$ cat src/ptb_cfg.svh
`ifndef PTB_CFG_SVH
`define PTB_CFG_SVH

// ========
// Widths and bus shape
// ========
`define PTB_BACKEND_ADDR_WIDTH_PARAM 24
`define PTB_DATA_WIDTH 64
`define PTB_WIDE_BUS 1'b1
`define PTB_CNT_W 5

// ========
// Configuration header offsets, reset values, fixed bits
// ========
`define PTB_CFG_PRIMARY_MEMORY_BASE_OFS 8'h10
`define PTB_CFG_SECONDARY_SPACE_BASE_OFS 8'h14
`define PTB_PRIMARY_MEMORY_BASE_RST 32'h00000000
`define PTB_SECONDARY_SPACE_BASE_RST 32'h00000001
`define PTB_PRIMARY_MEMORY_BASE_RO_MASK 32'h00FFFFFF
`define PTB_SECONDARY_SPACE_BASE_RO_MASK 32'h000000FF
`define PTB_PRIMARY_MEMORY_BASE_CMP_LSB 24
`define PTB_SECONDARY_SPACE_BASE_CMP_LSB 8
`define PTB_CFG_OFS_MSB 7

// ========
// Bus commands
// ========
`define PTB_CMD_IO_RD 4'h2
`define PTB_CMD_IO_WR 4'h3
`define PTB_CMD_MEM_RD 4'h6
`define PTB_CMD_MEM_WR 4'h7
`define PTB_CMD_CFG_RD 4'hA
`define PTB_CMD_CFG_WR 4'hB

// ========
// Timing (PCI target latency limit, in clocks) and address steps (in bytes)
// ========
`define PTB_RDY_TIMEOUT 5'h10
`define PTB_STEP_32 8'h04
`define PTB_STEP_64 8'h08

`endif

$ cat src/ptb_pkg.sv
package ptb_pkg;
`include "ptb_cfg.svh"

    // ========
    // Controller states
    // ========
    typedef enum logic [2:0] {
        ST_IDLE = 3'b001,
        ST_XFER = 3'b010,
        ST_TERM = 3'b100
    } ptb_state_t;

    // ========
    // Controller state, except the pipeline and timeout counters
    // ========
    typedef struct packed {
        logic [`PTB_DATA_WIDTH-1:0] ad_s1;
        logic [`PTB_DATA_WIDTH-1:0] ad_s2;
        logic [7:0] cbe_n_s1;
        logic [7:0] cbe_n_s2;
        logic frame_n_s1;
        logic frame_n_s2;
        logic irdy_n_s1;
        logic irdy_n_s2;
        logic req64_n_s1;
        logic req64_n_s2;
        logic idsel_s1;
        logic idsel_s2;
        ptb_state_t state;
        logic [31:0] primary_memory_base;
        logic [31:0] secondary_space_base;
        logic started;
        logic rd_take;
        logic wide;
        logic mem_hit;
        logic sec_hit;
        logic cfg_hit;
        logic rd;
        logic wr;
        logic start;
        logic start64;
        logic done;
        logic rd_lo;
        logic rd_hi;
        logic [3:0] wr_lo;
        logic [3:0] wr_hi;
        logic [`PTB_BACKEND_ADDR_WIDTH_PARAM-1:0] addr;
        logic [`PTB_DATA_WIDTH-1:0] mem_do;
        logic mem_oe;
        logic [`PTB_DATA_WIDTH-1:0] ad_o;
        logic ad_oe;
        logic trdy_n;
        logic stop_n;
        logic devsel_n;
        logic ack64_n;
        logic gnt;
    } ptb_regs_t;

endpackage

$ cat src/ptb_down_counter.sv
`timescale 1ns/100ps
`default_nettype none
`include "ptb_cfg.svh"

module ptb_down_counter (
    input wire logic i_clk,
    input wire logic i_rst,
    input wire logic i_load,
    input wire logic [`PTB_CNT_W-1:0] i_load_val,
    input wire logic i_dec,
    output logic o_zero
);
    logic [`PTB_CNT_W-1:0] count_q;
    logic [`PTB_CNT_W-1:0] count_d;

    // ======================================================
    // Load wins over count; saturates at zero
    // ======================================================
    always_comb begin
        count_d = count_q;
        if (i_load) begin
            count_d = i_load_val;
        end else if (i_dec && (count_q != '0)) begin
            count_d = count_q - `PTB_CNT_W'(1);
        end
    end

    // Register
    always_ff @(posedge i_clk or posedge i_rst) begin
        if (i_rst) begin
            count_q <= '0;
        end else begin
            count_q <= count_d;
        end
    end

    assign o_zero = (count_q == '0);
endmodule
`default_nettype wire

$ cat src/ptb_target_backend.sv
// Contract
// - flag primary memory hits decoded against base register at offset 10H
// - flag secondary space hits decoded against base register at 14H
// - flag configuration space accesses toward the back-end
// - drive separate read and write direction flags
// - data moves on a shared 64-bit (or 32-bit) two-way bus
// - memory address bus is address-width parameter bits wide
// - one start pulse per transaction; wide start pulse with it for 64-bit
// - one done pulse when a transaction to the back-end ends
// - read strobes only when back-end read ready and master ready
// - low read strobe covers low 32 bits, wide one upper 32
// - read ready too late gives a disconnect without data
// - write strobes only with valid data, write ready and master ready
// - low write strobes are byte enables, bit 0 for byte 0
// - wide write strobes are byte enables, bit 0 for byte 4
// - cycle flags valid with start pulse, held until done pulse
// - non-zero pipeline count advances address, first strobes carry no data
// - back-end error input ends the transfer with a target abort
// - while the back-end holds the grant, new transactions get retry
`timescale 1ns/100ps
`default_nettype none
`include "ptb_cfg.svh"

module ptb_target_backend (
    input wire logic I_CORE_CLK,
    input wire logic I_RST,
    input wire logic [`PTB_DATA_WIDTH-1:0] I_AD_I,
    output logic [`PTB_DATA_WIDTH-1:0] O_AD_O,
    output logic O_AD_OE,
    input wire logic [7:0] I_CBE_N,
    input wire logic I_FRAME_N,
    input wire logic I_IRDY_N,
    input wire logic I_REQ64_N,
    input wire logic I_IDSEL,
    output logic O_TRDY_N,
    output logic O_STOP_N,
    output logic O_DEVSEL_N,
    output logic O_ACK64_N,
    output logic O_PRIMARY_MEM_HIT_FLAG,
    output logic O_SECONDARY_SPACE_HIT_FLAG,
    output logic O_CFG_ACCESS_FLAG,
    output logic O_RD_DIRECTION_FLAG,
    output logic O_WR_DIRECTION_FLAG,
    output logic [`PTB_BACKEND_ADDR_WIDTH_PARAM-1:0] O_MEM_ADDR,
    input wire logic [`PTB_DATA_WIDTH-1:0] I_MEM_DATA_I,
    output logic [`PTB_DATA_WIDTH-1:0] O_MEM_DATA_O,
    output logic O_MEM_DATA_OE,
    output logic O_XFER_BEGIN_PULSE,
    output logic O_WIDE_XFER_BEGIN_PULSE,
    output logic O_XFER_END_PULSE,
    output logic O_LOW_RD_STROBE,
    output logic O_HIGH_RD_STROBE,
    input wire logic I_BACKEND_RD_READY,
    output logic [3:0] O_LOW_WR_BYTE_STROBES,
    output logic [3:0] O_HIGH_WR_BYTE_STROBES,
    input wire logic I_BACKEND_WR_READY,
    input wire logic [2:0] I_PIPELINE_LATENCY_COUNT,
    input wire logic I_BACKEND_OWNERSHIP_REQUEST,
    output logic O_BACKEND_OWNERSHIP_GRANT,
    input wire logic I_BACKEND_ERROR
);
    import ptb_pkg::*;

    // ========
    // Helpers
    // ========
    // Byte-lane merge of a config write; fixed bits keep old value
    function automatic logic [31:0] cfg_merge(input logic [31:0] old,
        input logic [31:0] wdata, input logic [3:0] be_n,
        input logic [31:0] ro_mask);
        logic [31:0] m;
        m = old;
        for (int i = 0; i < 4; i++) begin
            if (!be_n[i]) begin
                m[i*8 +: 8] = wdata[i*8 +: 8];
            end
        end
        return (m & ~ro_mask) | (old & ro_mask);
    endfunction

    // Read-type command decode, used for all three spaces
    function automatic logic cmd_is_read(input logic [3:0] cmd);
        return (cmd == `PTB_CMD_IO_RD) || (cmd == `PTB_CMD_MEM_RD) ||
            (cmd == `PTB_CMD_CFG_RD);
    endfunction

    ptb_regs_t r;
    ptb_regs_t n;
    logic pipe_load;
    logic pipe_dec;
    logic pipe_zero;
    logic tmo_load;
    logic tmo_dec;
    logic tmo_zero;

    // ========
    // Counters: pipeline skip and ready timeout
    // ========
    ptb_down_counter u_pipe (
        .i_clk(I_CORE_CLK),
        .i_rst(I_RST),
        .i_load(pipe_load),
        .i_load_val({2'h0, I_PIPELINE_LATENCY_COUNT}),
        .i_dec(pipe_dec),
        .o_zero(pipe_zero)
    );

    ptb_down_counter u_tmo (
        .i_clk(I_CORE_CLK),
        .i_rst(I_RST),
        .i_load(tmo_load),
        .i_load_val(`PTB_RDY_TIMEOUT),
        .i_dec(tmo_dec),
        .o_zero(tmo_zero)
    );

    // ========
    // Next-state logic
    // ========
    always_comb begin
        logic frame_act;
        logic irdy_act;
        logic [3:0] cmd;
        logic [31:0] ad32;
        logic is_mem;
        logic is_io;
        logic is_cfg;
        logic issue;
        logic finish;
        n = r;
        frame_act = !r.frame_n_s2;
        irdy_act = !r.irdy_n_s2;
        cmd = r.cbe_n_s2[3:0];
        ad32 = r.ad_s2[31:0];
        is_mem = 1'b0;
        is_io = 1'b0;
        is_cfg = 1'b0;
        issue = 1'b0;
        finish = 1'b0;
        pipe_load = 1'b0;
        pipe_dec = 1'b0;
        tmo_load = 1'b0;
        tmo_dec = 1'b0;
        // Pin inputs pass two flops before use
        n.ad_s1 = I_AD_I;
        n.ad_s2 = r.ad_s1;
        n.cbe_n_s1 = I_CBE_N;
        n.cbe_n_s2 = r.cbe_n_s1;
        n.frame_n_s1 = I_FRAME_N;
        n.frame_n_s2 = r.frame_n_s1;
        n.irdy_n_s1 = I_IRDY_N;
        n.irdy_n_s2 = r.irdy_n_s1;
        n.req64_n_s1 = I_REQ64_N;
        n.req64_n_s2 = r.req64_n_s1;
        n.idsel_s1 = I_IDSEL;
        n.idsel_s2 = r.idsel_s1;
        // Pulses default low
        n.start = 1'b0;
        n.start64 = 1'b0;
        n.done = 1'b0;
        n.rd_lo = 1'b0;
        n.rd_hi = 1'b0;
        n.wr_lo = '0;
        n.wr_hi = '0;
        n.rd_take = 1'b0;
        unique case (r.state)
            ST_IDLE: begin
                // Grant only changes between transactions
                if (!frame_act) begin
                    n.gnt = I_BACKEND_OWNERSHIP_REQUEST;
                end
                if (frame_act) begin
                    is_mem = ((cmd == `PTB_CMD_MEM_RD) ||
                        (cmd == `PTB_CMD_MEM_WR)) &&
                        (ad32[31:`PTB_PRIMARY_MEMORY_BASE_CMP_LSB] ==
                        r.primary_memory_base[31:`PTB_PRIMARY_MEMORY_BASE_CMP_LSB]);
                    is_io = ((cmd == `PTB_CMD_IO_RD) ||
                        (cmd == `PTB_CMD_IO_WR)) &&
                        (ad32[31:`PTB_SECONDARY_SPACE_BASE_CMP_LSB] ==
                        r.secondary_space_base[31:`PTB_SECONDARY_SPACE_BASE_CMP_LSB]);
                    is_cfg = ((cmd == `PTB_CMD_CFG_RD) ||
                        (cmd == `PTB_CMD_CFG_WR)) && r.idsel_s2 &&
                        (ad32[1:0] == 2'h0);
                    n.state = ST_TERM;
                    if (is_mem || is_io || is_cfg) begin
                        n.devsel_n = 1'b0;
                        if (r.gnt) begin
                            n.stop_n = 1'b0;
                        end else begin
                            n.state = ST_XFER;
                            n.started = 1'b1;
                            n.wide = `PTB_WIDE_BUS && !r.req64_n_s2;
                            n.ack64_n = !n.wide;
                            n.start = 1'b1;
                            n.start64 = n.wide;
                            // Flags set with start, held to done
                            n.mem_hit = is_mem;
                            n.sec_hit = is_io;
                            n.cfg_hit = is_cfg;
                            n.rd = cmd_is_read(cmd);
                            n.wr = !cmd_is_read(cmd);
                            n.addr = ad32[`PTB_BACKEND_ADDR_WIDTH_PARAM-1:0];
                            n.ad_oe = cmd_is_read(cmd);
                            n.mem_oe = !cmd_is_read(cmd) && !is_cfg;
                            pipe_load = 1'b1;
                            tmo_load = 1'b1;
                        end
                    end
                end
            end
            ST_XFER: begin
                n.trdy_n = 1'b1;
                n.mem_do = r.ad_s2;
                if (r.cfg_hit) begin
                    // Single data phase, then disconnect
                    if (irdy_act && r.trdy_n && r.stop_n) begin
                        n.trdy_n = 1'b0;
                        n.stop_n = 1'b0;
                        n.ad_o = '0;
                        if (r.addr[`PTB_CFG_OFS_MSB:0] == `PTB_CFG_PRIMARY_MEMORY_BASE_OFS) begin
                            n.ad_o[31:0] = r.primary_memory_base;
                            if (r.wr) begin
                                n.primary_memory_base = cfg_merge(r.primary_memory_base, ad32,
                                    r.cbe_n_s2[3:0], `PTB_PRIMARY_MEMORY_BASE_RO_MASK);
                            end
                        end
                        if (r.addr[`PTB_CFG_OFS_MSB:0] == `PTB_CFG_SECONDARY_SPACE_BASE_OFS) begin
                            n.ad_o[31:0] = r.secondary_space_base;
                            if (r.wr) begin
                                n.secondary_space_base = cfg_merge(r.secondary_space_base, ad32,
                                    r.cbe_n_s2[3:0], `PTB_SECONDARY_SPACE_BASE_RO_MASK);
                            end
                        end
                    end
                end else begin
                    // One strobe per data phase after the fill strobes, while no answer pending
                    issue = irdy_act && r.trdy_n && !r.rd_take &&
                        (r.rd ? I_BACKEND_RD_READY : I_BACKEND_WR_READY);
                    if (issue && r.rd) begin
                        n.rd_lo = 1'b1;
                        n.rd_hi = r.wide;
                    end
                    if (issue && r.wr) begin
                        n.wr_lo = ~r.cbe_n_s2[3:0];
                        n.wr_hi = r.wide ? ~r.cbe_n_s2[7:4] : 4'h0;
                    end
                    // Step after each strobe so address stands with data
                    if (r.rd_lo || (|{r.wr_hi, r.wr_lo})) begin
                        n.addr = r.addr + `PTB_BACKEND_ADDR_WIDTH_PARAM'(r.wide ?
                            `PTB_STEP_64 : `PTB_STEP_32);
                    end
                    if (issue) begin
                        pipe_dec = !pipe_zero;
                        if (pipe_zero) begin
                            tmo_load = 1'b1;
                            if (r.rd) begin
                                n.rd_take = 1'b1;
                            end else begin
                                n.trdy_n = 1'b0;
                            end
                        end
                    end else begin
                        tmo_dec = 1'b1;
                    end
                    // Read data taken the edge after the strobe
                    if (r.rd_take) begin
                        n.ad_o = I_MEM_DATA_I;
                        n.trdy_n = 1'b0;
                    end
                    // Last phase done; stale synced IRDY must not re-issue
                    if (!r.trdy_n && !frame_act) begin
                        n.state = ST_TERM;
                    end
                    // Back-end too slow: disconnect, no data moves
                    if (tmo_zero && !issue && !r.rd_take) begin
                        n.stop_n = 1'b0;
                        n.state = ST_TERM;
                    end
                    if (I_BACKEND_ERROR) begin
                        n.stop_n = 1'b0;
                        n.devsel_n = 1'b1;
                        n.trdy_n = 1'b1;
                        n.state = ST_TERM;
                    end
                end
                finish = !frame_act && !irdy_act;
            end
            ST_TERM: begin
                n.trdy_n = 1'b1;
                finish = !frame_act && !irdy_act;
            end
        endcase
        // Close out: done pulse only for transactions that started
        if (finish) begin
            n.state = ST_IDLE;
            n.done = r.started;
            n.started = 1'b0;
            n.mem_hit = 1'b0;
            n.sec_hit = 1'b0;
            n.cfg_hit = 1'b0;
            n.rd = 1'b0;
            n.wr = 1'b0;
            n.trdy_n = 1'b1;
            n.stop_n = 1'b1;
            n.devsel_n = 1'b1;
            n.ack64_n = 1'b1;
            n.ad_oe = 1'b0;
            n.mem_oe = 1'b0;
        end
    end

    // ========
    // State register; active-low lines idle high
    // ========
    always_ff @(posedge I_CORE_CLK or posedge I_RST) begin
        if (I_RST) begin
            r <= '0;
            r.state <= ST_IDLE;
            r.cbe_n_s1 <= 8'hFF;
            r.cbe_n_s2 <= 8'hFF;
            r.frame_n_s1 <= 1'b1;
            r.frame_n_s2 <= 1'b1;
            r.irdy_n_s1 <= 1'b1;
            r.irdy_n_s2 <= 1'b1;
            r.req64_n_s1 <= 1'b1;
            r.req64_n_s2 <= 1'b1;
            r.primary_memory_base <= `PTB_PRIMARY_MEMORY_BASE_RST;
            r.secondary_space_base <= `PTB_SECONDARY_SPACE_BASE_RST;
            r.trdy_n <= 1'b1;
            r.stop_n <= 1'b1;
            r.devsel_n <= 1'b1;
            r.ack64_n <= 1'b1;
        end else begin
            r <= n;
        end
    end

    // ========
    // Outputs, all straight from the state register
    // ========
    assign O_AD_O = r.ad_o;
    assign O_AD_OE = r.ad_oe;
    assign O_TRDY_N = r.trdy_n;
    assign O_STOP_N = r.stop_n;
    assign O_DEVSEL_N = r.devsel_n;
    assign O_ACK64_N = r.ack64_n;
    assign O_PRIMARY_MEM_HIT_FLAG = r.mem_hit;
    assign O_SECONDARY_SPACE_HIT_FLAG = r.sec_hit;
    assign O_CFG_ACCESS_FLAG = r.cfg_hit;
    assign O_RD_DIRECTION_FLAG = r.rd;
    assign O_WR_DIRECTION_FLAG = r.wr;
    assign O_MEM_ADDR = r.addr;
    assign O_MEM_DATA_O = r.mem_do;
    assign O_MEM_DATA_OE = r.mem_oe;
    assign O_XFER_BEGIN_PULSE = r.start;
    assign O_WIDE_XFER_BEGIN_PULSE = r.start64;
    assign O_XFER_END_PULSE = r.done;
    assign O_LOW_RD_STROBE = r.rd_lo;
    assign O_HIGH_RD_STROBE = r.rd_hi;
    assign O_LOW_WR_BYTE_STROBES = r.wr_lo;
    assign O_HIGH_WR_BYTE_STROBES = r.wr_hi;
    assign O_BACKEND_OWNERSHIP_GRANT = r.gnt;
endmodule
`default_nettype wire

$ cat config.mk
export PLATFORM = sky130hd
export DESIGN_NAME = ptb_target_backend
export DESIGN_NICKNAME = d
export VERILOG_FILES = /design/src/ptb_pkg.sv /design/src/ptb_down_counter.sv /design/src/ptb_target_backend.sv
export VERILOG_INCLUDE_DIRS = /design/src
export SDC_FILE = /design/constraint.sdc
export NUM_CORES = 1
export LEC_CHECK = 0
export ABC_AREA = 1
export ABC_CLOCK_PERIOD_IN_PS = 15100
export BUFFER_PORTS_ARGS = -buffer_cell sky130_fd_sc_hd__buf_2
export CAP_MARGIN = 20
export CORE_MARGIN = 2
export CORE_UTILIZATION = 35
export DETAILED_ROUTE_END_ITERATION = 10
export HOLD_SLACK_MARGIN = 0.03
export PLACE_DENSITY = 0.6
export SYNTH_ARGS = -nofsm -noshare
export SYNTH_HDL_FRONTEND = slang
export SYNTH_SLANG_ARGS = --single-unit
$ cat constraint.sdc
create_clock -name I_CORE_CLK -period 15.1 [get_ports I_CORE_CLK]
set_clock_uncertainty 0.05 [all_clocks]
set_input_delay 3.02 -clock I_CORE_CLK [delete_from_list [all_inputs] [get_ports I_CORE_CLK]]
set_output_delay 3.02 -clock I_CORE_CLK [all_outputs]
set_load 0.05 [all_outputs]
; Word-level counts from Yosys, hierarchy flattened
; Cells that the tools add are included.
; W data, S select, Z words.
[totals]
ff_bits = 409
input_bits = 149
output_inout_bits = 177
wordCells = 249
[classes]
addsub = 3
eq_ne = 29
muxes = 111
bitwise_logic = 6
n_reduce_logical = 58
[op_table]
columns = operator, n
row1 = $mux W8, 25
row2 = $mux W64, 3
row3 = $mux W24, 4
row4 = $mux W32, 2
row5 = $pmux W24 S2, 1
row6 = $mux W1, 43
row7 = $mux W34, 1
row8 = $mux W3, 11
row9 = $or A32 B24 Y32, 1
row10 = $or A32 B8 Y32, 1
row11 = $mux W5, 6
row12 = $mux W7, 4
row13 = $add A24 B4 Y24, 1
row14 = $eq A24 B24 Y1, 1
row15 = $logic_and A1 B1 Y1, 17
row16 = $eq A8 B5 Y1 const B, 2
row17 = $ne A3 B3 Y1 const B, 5
row18 = $reduce_and A5 Y1, 3
row19 = $reduce_and A4 Y1, 3
row20 = $reduce_and A6 Y1, 2
row21 = $reduce_bool A2 Y1, 6
row22 = $logic_not A5 Y1, 2
row23 = $mux W10, 1
row24 = $ne A2 B2 Y1 const B, 5
row25 = other kinds (27), 57

; Longest topological paths before layout
[depth]
depth_word = 12
depth_mapped = 15
ltp_nobuf = 15

; By module
; Synthesis repeated with hierarchy kept, for this count alone.
[unflattened]
cells_unflattened = 1690
area_unflattened_um2 = 15869.0
[by_module_without_submodules]
columns = module, n_inst, cells_per_inst, area_per_inst_um2, seq_area_each_um2
row1 = ptb_target_backend, 1, 1592, 15178.3, 9217.6
row2 = ptb_down_counter, 2, 49, 345.3, 125.1

; Worst setup path before layout
; OpenSTA, ideal clock, no wires.
[synth_path]
path_type = in2reg
startpoint = input port I_BACKEND_RD_READY
endpoint = register u_tmo.count_q[4]
setup_time_ps = 71
arrival_ps = 3999
t_required_ps = 14979
path_slack_ps = 10980
stages = 8
cell_sequence = nand2_1 o21ai_0 nand2_1 inv_1 nor3_4 nand3_1 or2_0 nand4_1
[synth_between]
elab_chain_len = 7
[synth_rtl]
columns = element, line
row1 = start: declaration, ptb_target_backend.sv:53  ; input wire logic I_BACKEND_RD_READY,
row2 = $mux W1 *, ptb_target_backend.sv:238  ; (r.rd ? I_BACKEND_RD_READY : I_BACKEND_WR_READY);
row3 = $logic_and A1 B1 Y1 *, ptb_target_backend.sv:237  ; issue = irdy_act && r.trdy_n && !r.rd_take &&
row4 = $mux W1, ptb_target_backend.sv:252  ; if (issue) begin
row5 = $mux W1, ptb_target_backend.sv:214  ; if (r.cfg_hit) begin
row6 = $mux W1, ptb_target_backend.sv:166  ; unique case (r.state)
row7 = $logic_and A1 B1 Y1, ptb_down_counter.sv:23  ; end else if (i_dec && (count_q != '0)) begin
row8 = $reduce_bool A2 Y1 (no source line), --
row9 = end signal: assignment, ptb_down_counter.sv:33  ; count_q <= count_d;
row10 = end: declaration, ptb_down_counter.sv:13  ; logic [`PTB_CNT_W-1:0] count_q;
; Mark *: on every way between the ends. The rest lies on a longest branch, timed or not.
; A chain may end at the register's enable or synchronous reset.

; Final worst setup path
[layout_path]
startpoint = register r, in the netlist O_CFG_ACCESS_FLAG
endpoint = output port O_CFG_ACCESS_FLAG
[layout_lines]
columns = element, line
row1 = start: declaration, ptb_target_backend.sv:87  ; ptb_regs_t r;
row2 = start signal: assignment, ptb_target_backend.sv:334  ; r <= n;
row3 = end: declaration, ptb_target_backend.sv:41  ; output logic O_CFG_ACCESS_FLAG,
; No word-level cell between the ends.

==> flow_metrics.py <==
metrics = {
    "run_status": {
        "status": "completed",
    },
    "floorplanning": {
        "io_pins": 326,
        "die_w_um": 216,
        "rows": 77,
        "fp.dieH_um": 216,
        "core_um2": 44200,
        "die-area_um2": 46500,
        "start_util_pct": 35.5,
    },
    "cts": {
        "cts.sinks": 377,
        "path_clk_slew_ns": 0.06,
        "cts_tree": "done",
        "numCtsBuffers": 42,
        "cts_setup_buffers": 0,
        "h-tree-depth": 2,
        "cts_hold_buf": 0,
        "clkLatencyLatePin_ns": 0.56,
        "clockBufferDepth": 3,
        "cts_resized": 0,
        "ctsRootBufferMaster": "clkbuf_16",
    },
    "synth": {
        "synth-seq-cells": 377,
        "synth_warnings": 0,
        "ys.flop_type": "dfrtp_1",
        "yosysSeqAreaShare_pct": 60.3,
        "syn_area_um2": 15700,
        "avgSynthCellArea_um2": 9.49,
        "async_flop_share_pct": 100,
        "yosysUniqueCellTypes": 49,
        "synth_enable_flop_cells": 0,
        "syn-num-nets": 1809,
        "syn-instance-count": 1654,
    },
    "global_route": {
        "grt_use_met1_pct": 22.9,
        "grt_pass1_vias": 11015,
        "grt_max_degree": 114,
        "met2_usage_pct": 27.6,
        "grtUsageMet3_pct": 5.20,
        "busiest_layer": "met2",
        "grt_pass1_wl_um": 62900,
        "grt_util_all_layers_pct": 17.4,
        "overflow": 0,
        "antenna_found_initial": 8,
    },
    "pwr": {
        "clkPwrFrac_pct": 38.3,
        "ir_worst_vdd_mv": 0.0946,
        "powerDensity_nw_per_um2": 154,
        "p_switching_w": 0.000898,
        "pwr-share-comb_pct": 19.3,
        "power.internal_w": 0.00190,
        "seq_power_share_pct": 42.4,
        "p_leak_nw": 9.27,
        "swShare_pct": 32.1,
    },
    "final_layout": {
        "area.growth.synth_to_final_pct": 16.0,
        "mostFrequentLayoutCells": "nand2_1 (481), dfrtp_1 (350), buf_2 (325)",
        "final_cell_area_um2": 18200,
        "drive_above_1_share_pct": 25.4,
        "final_common_cell": "nand2_1",
        "nets": 1974,
        "finalNonFillerCells": 2444,
    },
    "critical_path": {
        "cp.required_ns": 12.03,
        "rr_worst_depth": 9,
        "r2r_setup_slack_ns": 11.89,
        "reg2reg_from": "r[246]",
        "cp-start-kind": "register",
        "crit_chain": "buf_2",
        "crit_path_max_incr_delay_ns": 0.65,
        "crit_slowest_cell": "dfrtp_1",
        "crit_end": "O_CFG_ACCESS_FLAG",
        "end_kind": "output port",
        "path_class": "register to output port",
        "critPathMaxFanout": 11,
        "r2r-end": "u_tmo.count_q[1]",
        "critPathLaunch": "O_CFG_ACCESS_FLAG",
        "critPathArrivalTime_ns": 1.57,
        "worstSetupPathDepth": 1,
        "cp_top_family": "flip-flops",
        "crit_buf_inv": 1,
    },
    "detailed_routing": {
        "viasPerCell": 4.57,
        "antenna_left": 0,
        "vias": 11167,
        "wl_per_cell_um": 16.6,
        "drc": 0,
        "drt_iter0_drc": 776,
        "wl_um": 40500,
        "dr.pass1.iters": 5,
    },
    "placed_design": {
        "dp_hpwl_um": 28500,
        "gp_congestion": 0.893,
        "port_buffers": 325,
        "dpl_cell_area_um2": 16700,
        "dp_cells": 2365,
    },
    "timing": {
        "hold_viol": 0,
        "maxSlewViolCount": 0,
        "max_freq_ghz": 0.215,
        "post-route-min-period_ns": 4.64,
        "setup_violations": 0,
        "timing.setup.tns_ns": 0,
        "rsz0062_at_grt": "false",
        "slew_headroom_pct": 44.1,
        "worst_hold_slack_ns": 0.289,
        "worstMarginPinSlew_ns": 0.839,
        "post-route-period-util_pct": 30.7,
    },
    "min_path": {
        "min_path_type": "register to register",
        "holdPathStages": 0,
    },
    "run": {
        "timing.max_cap.violations": 0,
    },
}
[synthesized netlist by cell type (2+ instances only)]
library cell	count	area share [%]
inv_2	12	0.29
buf_6	3	0.22
nand4_1	12	0.48
nor2_4	3	0.22
a22oi_1	3	0.14
o22ai_1	11	0.44
ha_1	5	0.40
dfstp_2	27	4.5
o21bai_1	3	0.14
clkbuf_1	31	0.74
buf_2	16	0.51
nand2_1	481	12
a32oi_1	2	0.11
xnor2_1	3	0.17
nand2_2	6	0.24
buf_4	162	7.7
nor3_2	2	0.13
nand3_2	5	0.32
inv_1	113	2.7
a21oi_1	61	1.9
nor2_2	4	0.16
nor3_1	14	0.45
nand3_4	2	0.22
nor2_1	101	2.4
or2_0	2	0.080
nand3_1	54	1.7
o21ai_0	118	3.8
xor2_1	19	1.1
dfrtp_1	350	56
o21ai_1	8	0.26
buf_1	3	0.072
[how the worst min path moves through the flow]
stage / start / endpoint / slack (ns)
6_report: n[289] / r[289] / 0.29
5_1_grt: n[271] / r[271] / 0.30
4_1_cts: n[289] / r[289] / 0.29
3_5_place_dp: n[289] / r[289] / 0.28
3_3_place_gp: n[277] / r[277] / 0.28
2_1_floorplan: n[247] / r[247] / 0.28
[cell type report]
class	instances	area, um2
Antenna cell	1	2.50
Clock buffer	61	1210
Clock inverter	15	244
Fill cell	4331	26000
Inverter	125	477
Multi-Input combinational cell	937	4320
Sequential cell	377	9470
Tap cell	592	741
Timing Repair Buffer	336	1730
[power groups by stage]
stage	logic, W	registers (W)	clock network [W]
2_1_floorplan	0.000462	0.00121	0
3_3_place_gp	0.000539	0.00120	0
3_5_place_dp	0.000544	0.00120	0
4_1_cts	0.000547	0.00119	0.00111
5_1_grt	0.000586	0.00120	0.00115
6_report	0.000541	0.00119	0.00107
[sequential cells by signal, summed over array words and instances (netlist names), 4 cells and up]
name and count:
O_AD_O 64, O_HIGH_WR_BYTE_STROBES 4, O_LOW_WR_BYTE_STROBES 4, O_MEM_ADDR 24, O_MEM_DATA_O 64, n 76
r 114, u_pipe.count_q 5, u_tmo.count_q 5
[cells by family after synthesis]
group / count (synthesis) / share of synthesized area, %
fa+ha+maj: 6 / 0.526
simple gates: 694 / 18.4
compound gates: 215 / 7.26
flops: 377 / 60.3
xor+xnor: 22 / 1.23
buf+inv: 340 / 12.3
[routing by layer]
layer | up-vias | wire length, um | part of all wire (%)
met5 | - | 47 | 0.12
met4 | 8 | 883 | 2.2
met3 | 67 | 3290 | 8.1
met2 | 335 | 18600 | 46
met1 | 5363 | 17700 | 44
li1 | 5394 | - | -
[stage by stage]
| step | worst slack [ns] | utilization, % | power [W] |
|---|---|---|---|
| 2_1_floorplan | 1.60 | - | 0.00167 |
| 3_3_place_gp | 10.23 | 37.8 | 0.00174 |
| 3_5_place_dp | 10.22 | 37.8 | 0.00175 |
| 4_1_cts | 10.39 | 41.1 | 0.00284 |
| 5_1_grt | 10.36 | 41.2 | 0.00293 |
| 6_report | 10.46 | 41.2 | 0.00280 |
[worst register-to-register path, delay by kind of cell (launching register included)]
family,cells,cell delay [ns]
simple gates,4,1.23
flops,1,0.40
compound gates,1,0.06
buf+inv,4,1.36
Note: power is estimated with default switching activity, not from simulation.
